`config.mk`:
```
export PLATFORM = sky130hd
export DESIGN_NAME = cld_core
export DESIGN_NICKNAME = d
export VERILOG_FILES = /design/src/cld_regfile.sv /design/src/cld_core.sv
export SDC_FILE = /design/constraint.sdc
export NUM_CORES = 1
export LEC_CHECK = 0
export BUFFER_PORTS_ARGS = -buffer_cell sky130_fd_sc_hd__buf_2
export CAP_MARGIN = 20
export CELL_PAD_IN_SITES_DETAIL_PLACEMENT = 1
export CELL_PAD_IN_SITES_GLOBAL_PLACEMENT = 1
export CORE_ASPECT_RATIO = 0.5
export CORE_MARGIN = 3
export CORE_UTILIZATION = 46
export CTS_CLUSTER_SIZE = 28
export DETAILED_ROUTE_END_ITERATION = 10
export HOLD_SLACK_MARGIN = 0.12
export PLACE_DENSITY_LB_ADDON = 0.1
export SYNTH_ARGS = -nofsm -noshare
export SYNTH_HDL_FRONTEND = slang
export SYNTH_SLANG_ARGS = --single-unit
```
`constraint.sdc`:
```
create_clock -name CLK_SYS -period 9.8 [get_ports CLK_SYS]
set_clock_uncertainty 0.15 [all_clocks]
set_input_delay 0.98 -clock CLK_SYS [delete_from_list [all_inputs] [get_ports CLK_SYS]]
set_output_delay 0.98 -clock CLK_SYS [all_outputs]
set_load 0.03 [all_outputs]
```
`src/cld_regfile.sv`:
```
// Shared constants and the general-purpose 8-bit register bank of the load engine
package cld_pkg;
  // Machine-cycle kinds; ST_M1 doubles as the end marker in the plan table
  typedef enum logic [1:0] {
    ST_M1  = 2'b00,
    ST_RD  = 2'b01,
    ST_WR  = 2'b10,
    ST_INT = 2'b11
  } cld_state_t;

  typedef enum logic [1:0] {
    PF_NONE = 2'b00,
    PF_ED   = 2'b01,
    PF_IDX0 = 2'b10,
    PF_IDX1 = 2'b11
  } cld_pfx_t;

  typedef enum logic [1:0] {
    AS_PC   = 2'b00,
    AS_EA   = 2'b01,
    AS_PAIR = 2'b10,
    AS_DIR  = 2'b11
  } cld_asrc_t;

  typedef enum logic [3:0] {
    CL_NOP     = 4'b0000,
    CL_PFX     = 4'b0001,
    CL_I_A     = 4'b0010,
    CL_A_I     = 4'b0011,
    CL_A_R     = 4'b0100,
    CL_R_A     = 4'b0101,
    CL_R_N     = 4'b0110,
    CL_M_N     = 4'b0111,
    CL_R_M     = 4'b1000,
    CL_M_R     = 4'b1001,
    CL_A_PR    = 4'b1010,
    CL_NN_A    = 4'b1011,
    CL_A_NN    = 4'b1100,
    CL_RP_NN   = 4'b1101,
    CL_IDX_NN  = 4'b1110,
    CL_SP      = 4'b1111
  } cld_class_t;

  // T-state lengths of machine cycles
  localparam logic [2:0] T_M1      = 3'h4;
  localparam logic [2:0] T_M1_LONG = 3'h5;
  localparam logic [2:0] T_M1_SP   = 3'h6;
  localparam logic [2:0] T_MEM     = 3'h3;
  localparam logic [2:0] T_EXT     = 3'h5;
  localparam logic [2:0] T_SAMPLE  = 3'h1;

  // Opcode bytes
  localparam logic [7:0] OP_PFX_ED = 8'hED;
  localparam logic [7:0] OP_PFX_I0 = 8'hDD;
  localparam logic [7:0] OP_PFX_I1 = 8'hFD;
  localparam logic [7:0] OP_I_A    = 8'h47;
  localparam logic [7:0] OP_A_I    = 8'h57;
  localparam logic [7:0] OP_R_A    = 8'h4F;
  localparam logic [7:0] OP_A_R    = 8'h5F;
  localparam logic [7:0] OP_M_N    = 8'h36;
  localparam logic [7:0] OP_HALT   = 8'h76;
  localparam logic [7:0] OP_A_BC   = 8'h0A;
  localparam logic [7:0] OP_A_DE   = 8'h1A;
  localparam logic [7:0] OP_NN_A   = 8'h32;
  localparam logic [7:0] OP_A_NN   = 8'h3A;
  localparam logic [7:0] OP_IDX_NN = 8'h21;
  localparam logic [7:0] OP_SP     = 8'hF9;
  localparam logic [2:0] PFX_SEL_BIT = 3'h5;

  // Register field codes and pair codes
  localparam logic [2:0] RF_MEM  = 3'h6;
  localparam logic [2:0] RF_ACC  = 3'h7;
  localparam logic [2:0] RF_HIGH = 3'h4;
  localparam logic [2:0] RF_LOW  = 3'h5;
  localparam logic [1:0] PR_SP   = 2'h3;

  // Flag bit positions
  localparam int FL_S  = 7;
  localparam int FL_Z  = 6;
  localparam int FL_H  = 4;
  localparam int FL_PV = 2;
  localparam int FL_N  = 1;

  // Reset values
  localparam logic [7:0]  RST_BYTE = 8'h00;
  localparam logic [15:0] RST_WORD = 16'h0000;
endpackage : cld_pkg

`timescale 1ns/1ps
module cld_regfile
  import cld_pkg::*;
(
  input  wire logic            clk,
  input  wire logic            rst_n,
  input  wire logic            wr8_en,
  input  wire logic [2:0]      wr8_sel,
  input  wire logic [7:0]      wr8_data,
  input  wire logic            wr16_en,
  input  wire logic [1:0]      wr16_sel,
  input  wire logic [15:0]     wr16_data,
  output logic      [7:0][7:0] regs_q
);
  genvar g;
  generate
    for (g = 0; g < 8; g++) begin : g_ent
      if (g == 6) begin : g_mem
        // Code 110 names a memory operand, so no storage here
        assign regs_q[g] = RST_BYTE;
      end else begin : g_reg
        logic       hit8_w;
        logic       hit16_w;
        logic [7:0] ent_reg;
        assign hit8_w    = wr8_en && (wr8_sel == 3'(g));
        assign hit16_w   = wr16_en && (g < 6) && (wr16_sel == 2'(g / 2));
        // Own storage per entry keeps one process per variable
        assign regs_q[g] = ent_reg;
        always_ff @(posedge clk) begin
          if (!rst_n)
            ent_reg <= RST_BYTE;
          else if (hit8_w)
            ent_reg <= wr8_data;
          else if (hit16_w)
            ent_reg <= (g % 2 == 0) ? wr16_data[15:8] : wr16_data[7:0];
        end
      end
    end
  endgenerate
endmodule // cld_regfile

```
`src/cld_core.sv`:
```
// Load-instruction fetch, decode and execute engine with its memory cycle sequencer
// What this block does
// - ED then 47 copies the accumulator into the interrupt-vector register, no flags, cycles of 4 and 5 T.
// - ED then 5F copies the refresh register into the accumulator, sign from bit 7, subtract cleared, carry kept.
// - On that load parity/overflow takes interrupt_enable_copy, forced to zero if an interrupt is accepted meanwhile.
// - ED then 4F copies the accumulator into the refresh register, no flags, 9 T-states.
// - 00 rrr 110 reads one immediate byte into the selected register in cycles of 4 and 3 T.
// - 32 plus a 16-bit address stores the accumulator there in cycles of 4, 3, 3, 3 T.
// - 36 plus a byte writes it at pointer_pair in 4,3,3 T; the indexed form with displacement takes 4,4,3,5,3 T.
// - 01 rrr 110 loads a register from pointer_pair in 4,3 T; the indexed form takes 4,4,3,5,3 T.
// - Bit 5 of the index prefix picks first_index_register at 0 and second_index_register at 1.
// - 0A and 1A load the accumulator through the first and second general pairs in 4,3 T.
// - 3A plus low then high address byte loads the accumulator in 13 T-states.
// - A 16-bit immediate pair load takes the low byte first, then the high byte, in 4,3,3 T.
// - Index prefix plus 21 plus low and high bytes loads the selected index register in 4,4,3,3 T.
// - F9 copies pointer_pair into the stack pointer in 6 T; prefixed it copies an index register in 4 and 6 T.
// - The 3-bit field names B,C,D,E,H,L,-,A from 000 to 111, with 110 meaning memory.
`timescale 1ns/1ps
module cld_core
  import cld_pkg::*;
(
  input  wire logic        CLK_SYS,
  input  wire logic        RST_N,
  output logic      [15:0] MEM_ADDR,
  output logic             MEM_RD,
  output logic             MEM_WR,
  output logic             MEM_M1,
  output logic      [7:0]  MEM_WDATA,
  input  wire logic [7:0]  MEM_RDATA,
  input  wire logic        INT_ENABLE_COPY,
  input  wire logic        INT_ACCEPT,
  output logic             INSTR_DONE,
  output logic      [63:0] REG_BANK,
  output logic      [7:0]  REG_F,
  output logic      [7:0]  REG_I,
  output logic      [7:0]  REG_R,
  output logic      [15:0] REG_SP,
  output logic      [15:0] REG_IDX0,
  output logic      [15:0] REG_IDX1,
  output logic      [15:0] REG_PC
);
  cld_state_t      state_reg;
  cld_state_t      state_next;
  cld_pfx_t        pfx_reg;
  cld_asrc_t       asrc_reg;
  cld_class_t      cls_w;
  cld_state_t      plan_st;
  cld_asrc_t       plan_as;
  logic [2:0]      plan_len;
  logic [2:0]      tcnt_reg;
  logic [2:0]      len_reg;
  logic [1:0]      step_reg;
  logic [7:0]      op_reg;
  logic [7:0]      lo_reg;
  logic [7:0]      f_reg;
  logic [7:0]      i_reg;
  logic [7:0]      r_reg;
  logic [15:0]     sp_reg;
  logic [15:0]     ix0_reg;
  logic [15:0]     ix1_reg;
  logic [15:0]     pc_reg;
  logic            int_seen_reg;
  logic [7:0][7:0] regs_w;

  logic        idx_w;
  logic [15:0] ixy_w;
  logic [15:0] hl_w;
  logic [15:0] pair_w;
  logic [15:0] ea_w;
  logic [2:0]  m1_len_w;
  logic [2:0]  tlen_w;
  logic        end_w;
  logic [1:0]  pidx_w;
  logic        fin_w;
  logic        exec_w;
  logic        pc_inc_w;
  logic [15:0] pc_next;
  logic [15:0] addr_next;
  logic [7:0]  wdata_next;
  logic [7:0]  acc_w;
  logic [7:0]  ir_src_w;
  logic        pv_w;
  logic [7:0]  f_next;
  logic        wr8_en_w;
  logic [2:0]  wr8_sel_w;
  logic [7:0]  wr8_data_w;
  logic        wr16_en_w;
  logic [15:0] word_w;

  // Decode of the opcode in hand under the current prefix
  assign idx_w = pfx_reg[1];
  assign ixy_w = pfx_reg[0] ? ix1_reg : ix0_reg;
  assign hl_w  = {regs_w[RF_HIGH], regs_w[RF_LOW]};
  assign acc_w = regs_w[RF_ACC];
  assign pair_w = op_reg[4] ? {regs_w[2], regs_w[3]} : {regs_w[0], regs_w[1]};
  assign ea_w  = idx_w ? (ixy_w + {{8{lo_reg[7]}}, lo_reg}) : hl_w;

  always_comb begin
    cls_w = CL_NOP;
    if (pfx_reg == PF_ED) begin
      case (op_reg)
        OP_I_A:  cls_w = CL_I_A;
        OP_A_I:  cls_w = CL_A_I;
        OP_R_A:  cls_w = CL_R_A;
        OP_A_R:  cls_w = CL_A_R;
        default: cls_w = CL_NOP;
      endcase
    end else if (op_reg == OP_PFX_ED || op_reg == OP_PFX_I0 || op_reg == OP_PFX_I1)
      cls_w = CL_PFX;
    else if (op_reg == OP_M_N)
      cls_w = CL_M_N;
    else if (op_reg == OP_HALT)
      cls_w = CL_NOP;
    else if (op_reg[7:6] == 2'b01 && op_reg[2:0] == RF_MEM)
      cls_w = CL_R_M;
    else if (op_reg[7:3] == 5'b01110)
      cls_w = CL_M_R;
    else if (op_reg[7:6] == 2'b00 && op_reg[2:0] == RF_MEM)
      cls_w = CL_R_N;
    else if (op_reg == OP_A_BC || op_reg == OP_A_DE)
      cls_w = CL_A_PR;
    else if (op_reg == OP_NN_A)
      cls_w = CL_NN_A;
    else if (op_reg == OP_A_NN)
      cls_w = CL_A_NN;
    else if (idx_w && op_reg == OP_IDX_NN)
      cls_w = CL_IDX_NN;
    else if (op_reg[7:6] == 2'b00 && op_reg[3:0] == 4'b0001)
      cls_w = CL_RP_NN;
    else if (op_reg == OP_SP)
      cls_w = CL_SP;
  end

  // Opcode-fetch length: ED transfers stretch to 5 T, stack-pointer copy to 6 T
  assign m1_len_w = (cls_w == CL_SP) ? T_M1_SP :
                    (cls_w == CL_I_A || cls_w == CL_A_I || cls_w == CL_R_A || cls_w == CL_A_R) ? T_M1_LONG :
                    T_M1;
  assign tlen_w = (state_reg == ST_M1) ? m1_len_w : len_reg;
  assign end_w  = (tcnt_reg == tlen_w - 3'h1);
  assign pidx_w = (state_reg == ST_M1) ? 2'h0 : step_reg + 2'h1;

  // Machine cycle that follows; ST_M1 here means the instruction is complete
  always_comb begin
    plan_st  = ST_M1;
    plan_as  = AS_PC;
    plan_len = T_MEM;
    case (cls_w)
      CL_R_N, CL_A_PR: begin
        if (pidx_w == 2'h0) plan_st = ST_RD;
        if (cls_w == CL_A_PR) plan_as = AS_PAIR;
      end
      CL_M_N: begin
        if (pidx_w == 2'h0) plan_st = ST_RD;
        else if (pidx_w == 2'h1 && !idx_w) begin
          plan_st = ST_WR;
          plan_as = AS_EA;
        end else if (pidx_w == 2'h1) begin
          plan_st  = ST_RD;
          plan_len = T_EXT;
        end else if (pidx_w == 2'h2 && idx_w) begin
          plan_st = ST_WR;
          plan_as = AS_EA;
        end
      end
      CL_R_M, CL_M_R: begin
        if (!idx_w && pidx_w == 2'h0) begin
          plan_st = (cls_w == CL_R_M) ? ST_RD : ST_WR;
          plan_as = AS_EA;
        end else if (idx_w && pidx_w == 2'h0)
          plan_st = ST_RD;
        else if (idx_w && pidx_w == 2'h1) begin
          plan_st  = ST_INT;
          plan_len = T_EXT;
        end else if (idx_w && pidx_w == 2'h2) begin
          plan_st = (cls_w == CL_R_M) ? ST_RD : ST_WR;
          plan_as = AS_EA;
        end
      end
      CL_NN_A, CL_A_NN: begin
        if (pidx_w != 2'h2 && pidx_w != 2'h3) plan_st = ST_RD;
        else if (pidx_w == 2'h2) begin
          plan_st = (cls_w == CL_A_NN) ? ST_RD : ST_WR;
          plan_as = AS_DIR;
        end
      end
      CL_RP_NN, CL_IDX_NN: begin
        if (pidx_w == 2'h0 || pidx_w == 2'h1) plan_st = ST_RD;
      end
      default: plan_st = ST_M1;
    endcase
  end

  assign fin_w      = end_w && (plan_st == ST_M1);
  assign exec_w     = fin_w && (state_reg != ST_M1 || cls_w != CL_PFX);
  assign state_next = end_w ? plan_st : state_reg;
  assign pc_inc_w   = end_w && (state_reg == ST_M1 || (state_reg == ST_RD && asrc_reg == AS_PC));
  assign pc_next    = pc_reg + {15'h0000, pc_inc_w};
  // High address byte arrives in the same edge that starts the direct access
  assign addr_next  = (plan_st == ST_M1 || plan_as == AS_PC) ? pc_next :
                      (plan_as == AS_EA) ? ea_w :
                      (plan_as == AS_PAIR) ? pair_w : {MEM_RDATA, lo_reg};
  assign wdata_next = (cls_w == CL_NN_A) ? acc_w :
                      (cls_w == CL_M_R) ? regs_w[op_reg[2:0]] : MEM_RDATA;
  assign word_w     = {MEM_RDATA, lo_reg};

  // Accumulator transfer flags; an accepted interrupt masks the enable copy
  assign ir_src_w = (cls_w == CL_A_R) ? r_reg : i_reg;
  assign pv_w     = INT_ENABLE_COPY && !int_seen_reg && !INT_ACCEPT;
  always_comb begin
    f_next        = f_reg;
    f_next[FL_S]  = ir_src_w[7];
    f_next[FL_Z]  = (ir_src_w == RST_BYTE);
    f_next[FL_H]  = 1'b0;
    f_next[FL_PV] = pv_w;
    f_next[FL_N]  = 1'b0;
  end

  assign wr8_en_w   = exec_w && (cls_w == CL_R_N || cls_w == CL_R_M || cls_w == CL_A_PR ||
                                 cls_w == CL_A_NN || cls_w == CL_A_I || cls_w == CL_A_R);
  assign wr8_sel_w  = (cls_w == CL_R_N || cls_w == CL_R_M) ? op_reg[5:3] : RF_ACC;
  assign wr8_data_w = (cls_w == CL_A_I || cls_w == CL_A_R) ? ir_src_w : MEM_RDATA;
  assign wr16_en_w  = exec_w && (cls_w == CL_RP_NN) && (op_reg[5:4] != PR_SP);

  cld_regfile u_regs (
    .clk       (CLK_SYS),
    .rst_n     (RST_N),
    .wr8_en    (wr8_en_w),
    .wr8_sel   (wr8_sel_w),
    .wr8_data  (wr8_data_w),
    .wr16_en   (wr16_en_w),
    .wr16_sel  (op_reg[5:4]),
    .wr16_data (word_w),
    .regs_q    (regs_w)
  );

  // Cycle sequencing
  always_ff @(posedge CLK_SYS) begin
    if (!RST_N) begin
      state_reg <= ST_M1;
      tcnt_reg  <= 3'h0;
      len_reg   <= T_MEM;
      step_reg  <= 2'h0;
      asrc_reg  <= AS_PC;
      MEM_ADDR  <= RST_WORD;
      MEM_WDATA <= RST_BYTE;
      pc_reg    <= RST_WORD;
    end else begin
      state_reg <= state_next;
      tcnt_reg  <= end_w ? 3'h0 : tcnt_reg + 3'h1;
      if (end_w) begin
        len_reg   <= plan_len;
        step_reg  <= pidx_w;
        asrc_reg  <= plan_as;
        MEM_ADDR  <= addr_next;
        MEM_WDATA <= wdata_next;
      end
      pc_reg <= pc_next;
    end
  end

  // Opcode, prefix and operand capture
  always_ff @(posedge CLK_SYS) begin
    if (!RST_N) begin
      op_reg  <= RST_BYTE;
      pfx_reg <= PF_NONE;
      lo_reg  <= RST_BYTE;
    end else begin
      if (state_reg == ST_M1 && tcnt_reg == T_SAMPLE)
        op_reg <= MEM_RDATA;
      if (end_w && state_reg == ST_RD && step_reg == 2'h0)
        lo_reg <= MEM_RDATA;
      if (fin_w && state_reg == ST_M1 && cls_w == CL_PFX)
        pfx_reg <= (op_reg == OP_PFX_ED) ? PF_ED : cld_pfx_t'({1'b1, op_reg[PFX_SEL_BIT]});
      else if (fin_w)
        pfx_reg <= PF_NONE;
    end
  end

  // Special and 16-bit registers
  always_ff @(posedge CLK_SYS) begin
    if (!RST_N) begin
      f_reg        <= RST_BYTE;
      i_reg        <= RST_BYTE;
      r_reg        <= RST_BYTE;
      sp_reg       <= RST_WORD;
      ix0_reg      <= RST_WORD;
      ix1_reg      <= RST_WORD;
      int_seen_reg <= 1'b0;
    end else begin
      // Spans prefix bytes; final-cycle accepts are seen directly, so the end clears
      int_seen_reg <= exec_w ? 1'b0 : (int_seen_reg || INT_ACCEPT);
      if (exec_w && (cls_w == CL_A_I || cls_w == CL_A_R))
        f_reg <= f_next;
      if (exec_w && cls_w == CL_I_A)
        i_reg <= acc_w;
      if (exec_w && cls_w == CL_R_A)
        r_reg <= acc_w;
      if (exec_w && cls_w == CL_RP_NN && op_reg[5:4] == PR_SP)
        sp_reg <= word_w;
      else if (exec_w && cls_w == CL_SP)
        sp_reg <= idx_w ? ixy_w : hl_w;
      if (exec_w && cls_w == CL_IDX_NN && !pfx_reg[0])
        ix0_reg <= word_w;
      if (exec_w && cls_w == CL_IDX_NN && pfx_reg[0])
        ix1_reg <= word_w;
    end
  end

  assign MEM_M1     = (state_reg == ST_M1);
  assign MEM_RD     = (state_reg == ST_RD) || (MEM_M1 && tcnt_reg <= T_SAMPLE);
  assign MEM_WR     = (state_reg == ST_WR);
  assign INSTR_DONE = exec_w;
  assign REG_BANK   = regs_w;
  assign REG_F      = f_reg;
  assign REG_I      = i_reg;
  assign REG_R      = r_reg;
  assign REG_SP     = sp_reg;
  assign REG_IDX0   = ix0_reg;
  assign REG_IDX1   = ix1_reg;
  assign REG_PC     = pc_reg;
endmodule // cld_core

```
==> implementation parameters <==
Parameter                              Value

Layout
  Total of fill cells in the finished design    2839
  End-of-flow core utilization    0.550
  Diode count    0
  Final net count    1489
  Area Overhead vs Synth    14.6%
  Flip-flop count of the largest register, all copies and words added    56
  Ratio of cells with drive above 1 in the final layout    0.204
  Non-filler instance count after layout    1775

Synthesis
  Post-synth design cell area    11200 µm²
  Number of flops mapped to enable cells by yosys    0
  Avg Synthesized Cell Area    8.35 µm²
  Predominant post-synthesis flop cell    dfxtp_1
  Flip-flop and latch count after synthesis    193
  Most numerous cell in the Yosys netlist    dfxtp_1
  Distinct cell type count of the synthesized netlist    78
  Share of the synthesized area in the top cell type    0.344
  Synthesized instance count    1344
  Area leader, netlist    dfxtp_1
  Async S/R FF share, synth    0
  Portion of the post-synthesis area used by sequential elements    0.344
  Top cells by area in the synthesized netlist    dfxtp_1, mux2i_1, nand2_1, nor2_1, nand3_1
  Number of warnings issued by yosys    0
  Commonest cells post-synth    dfxtp_1, nand2_1, nor2_1

Drt
  WL per Instance    25.9 µm
  Routed vias/inst    6.37
  Count of unresolved DRC violations after routing    0
  Vias post-DR    11300
  DRT Pass-1 Iters    5
  Initial drt markers    1100
  Total Wirelength    45.9 mm
  Number of nets with antenna violations after detailed routing    0

Power
  Total chip power    0.00241 W
  Worst supply voltage drop on vdd    141 µV
  Sw Ratio    0.389
  Leakage dissipation    5.31 nW
  Pwr per Cell Area    188 nW/µm²
  Internal power of the cells    0.00147 W
  Share of power burned in combinational logic    0.303
  Sequential power share    0.375
  Sw power    0.000939 W
  Clock network power share    0.322

Clock tree
  Post-CTS Resized    0
  Hold bufs inserted after CTS    0
  Maximum buffer depth of the clock tree    2
  Sinks on the clock net    193
  Count of H-tree levels built during CTS    4
  Post-CTS setup buffers    0
  Library cell used as clock root buffer    clkbuf_16
  Number of clock buffers inserted by TritonCTS    17
  TritonCTS clock tree    built
  Clock-pin transition on the worst setup and hold timing paths    0.07 ns
  Later-pin clock latency in the skew report    0.46 ns

Critical path
  WP buf/inv    4
  Sort of element at the end of the critical path    output port
  Data arrival, critical path    5.67 ns
  Startpoint types    flip-flop
  Series of cell instances along the critical path    nand2b_1 > or4_1 > a311oi_1 > a31oi_1 > buf_4 > nor2_1 > and3_1 > a21oi_1 > ha_1 > xnor2_1 > xnor2_1 > and3_1 > buf_4 > nand4_4 > nor2_1 > buf_4 > buf_2
  Worst endpoint required time    8.67 ns
  Maximum net fanout on the critical path    32
  Family with the most delay on the worst path    simple AND/OR/NAND/NOR gates
  Maximum single-stage delay on the critical path    1.05 ns
  Slowest stage cell on the critical path    dfxtp_1
  Critical path start-end classification    reg2out
  Cell type with the highest occurrence count on the critical path    buf_4

STA
  Setup repair after global routing missed its margin    false
  Part of the cycle the worst path needs    0.693
  Period minus WS final    6.80 ns
  Slew at the pin closest to its max-slew limit    1.24 ns
  Final hold viol count    0
  Worst-case setup margin in the final layout    3.00 ns
  Number of max-slew violations in the final report    0
  Endpoints failing setup    0
  Tightest slew margin relative to the limit    0.168
  Aggregate negative setup slack    0 ns
  Timing-limited maximum frequency    147 MHz

Placement
  Post-DP HPWL    33.9 mm
  Gp weighted congestion    0.966
  Port Buf Inserts    178
  Number of instances in the placed design    1740
  Setup slack after placement    3.55 ns

Global route
  Pin count of the biggest net entering global routing    90
  GR Overflow Total    0
  Total track usage    0.346
  Antenna violations before repair    2
  Wire length of the first global-routing pass    68.4 mm
  Vias in the first global route    11200

Floorplanning
  Core area    23400 µm²
  Placement Rows    39
  Vert. Die Dim    116 µm
  Effective utilization at floorplan    0.480
  Horizontal die dimension    227 µm
  Total I/O pin count    192
  Area enclosed by the die boundary    26400 µm²

Worst hold path
  Worst min-delay path class    reg2reg

Status
  Result of the run    completed

Job
  Max-Cap Viols    0
==> cell usage in the layout, fill, tap and decap left out, types with 13 or more instances in the layout <==
master / synthesis / final
dfxtp_1: 193 / 192
buf_2: 16 / 178
nand2_1: 160 / 160
nor2_1: 149 / 149
mux2i_1: 126 / 126
nand3_1: 79 / 79
a21oi_1: 58 / 58
o21ai_0: 54 / 54
a211oi_1: 29 / 29
mux2_2: 27 / 27
xnor2_1: 26 / 26
nor3_1: 23 / 23
o211ai_1: 22 / 22
buf_4: 18 / 22
a32o_1: 21 / 21
ha_1: 21 / 21
o21a_1: 19 / 19
clkbuf_16: 0 / 17
and3_1: 14 / 14
a22oi_1: 13 / 13
a32oi_1: 13 / 13
conb_1: 1 / 13
==> power groups by stage <==
stage               clock network, W  registers [W]  logic (W)
detailed placement                 0       0.000928   0.000699
global route                0.000819       0.000912   0.000785
CTS                         0.000779       0.000910   0.000703
floorplan                          0       0.000904   0.000509
finish                      0.000777       0.000906   0.000730
global placement                   0       0.000926   0.000681
==> layer usage <==
metal | part of all wire | vias up | track usage
met2 | 0.42 | 537 | 0.524
met1 | 0.44 | 5616 | 0.465
met4 | 0.022 | 4 | 0.0974
met3 | 0.12 | 79 | 0.127
li1 | - | 5064 | -
met5 | 0.00048 | - | 0
==> logic make-up (layout without fill, tap and decap cells) <==
group | after synthesis | in the layout | synth area share
AND/OR/NAND/NOR | 495 | 495 | 0.207
flip-flops | 193 | 193 | 0.344
AO/OA/AOI/OAI | 304 | 304 | 0.187
multiplexers | 161 | 161 | 0.156
other | 1 | 13 | 0.000334
XOR/XNOR | 32 | 32 | 0.0250
buffers and inverters | 136 | 248 | 0.0553
adder cells (fa/ha/maj) | 22 | 22 | 0.0252
==> worst register-to-register path: cells and delay by family (launching register included) <==
kind            cells  cell delay [ns]
simple gates        8             2.95
flops               1             1.05
compound gates      3             0.57
buf+inv             2             0.56
mux                 1             0.35
xor+xnor            2             0.34
fa+ha+maj           1             0.21
==> final timing paths <==
check	startpoint	end	slack, ns	cells past startpoint
worst min-delay path	REG_F[2]	REG_F[2]	0.30	2
worst min register to register	REG_F[2]	REG_F[2]	0.30	2
worst max register to register	op_reg[1]	REG_IDX0[7]	3.50	17
worst max-delay path	op_reg[1]	INSTR_DONE	3.00	17
==> metrics by stage <==
stage,area (µm²),hold WS (ns)
finish,12900,0.302
detailed placement,12200,0.292
floorplan,11300,0.277
CTS,12800,0.305
global route,12900,0.325
global placement,12100,0.292
==> area by class of cell <==
cell class / instances / area, µm² / area share
repair buffers: 202 / 1110 / 0.0864
multi-input cells: 1027 / 6810 / 0.530
inverters: 14 / 53.8 / 0.00419
flip-flops and latches: 193 / 3860 / 0.301
clock buffers: 18 / 429 / 0.0334
clock inverters: 14 / 204 / 0.0159
well taps: 307 / 384 / 0.0299
(Power assumes the default switching activity.)
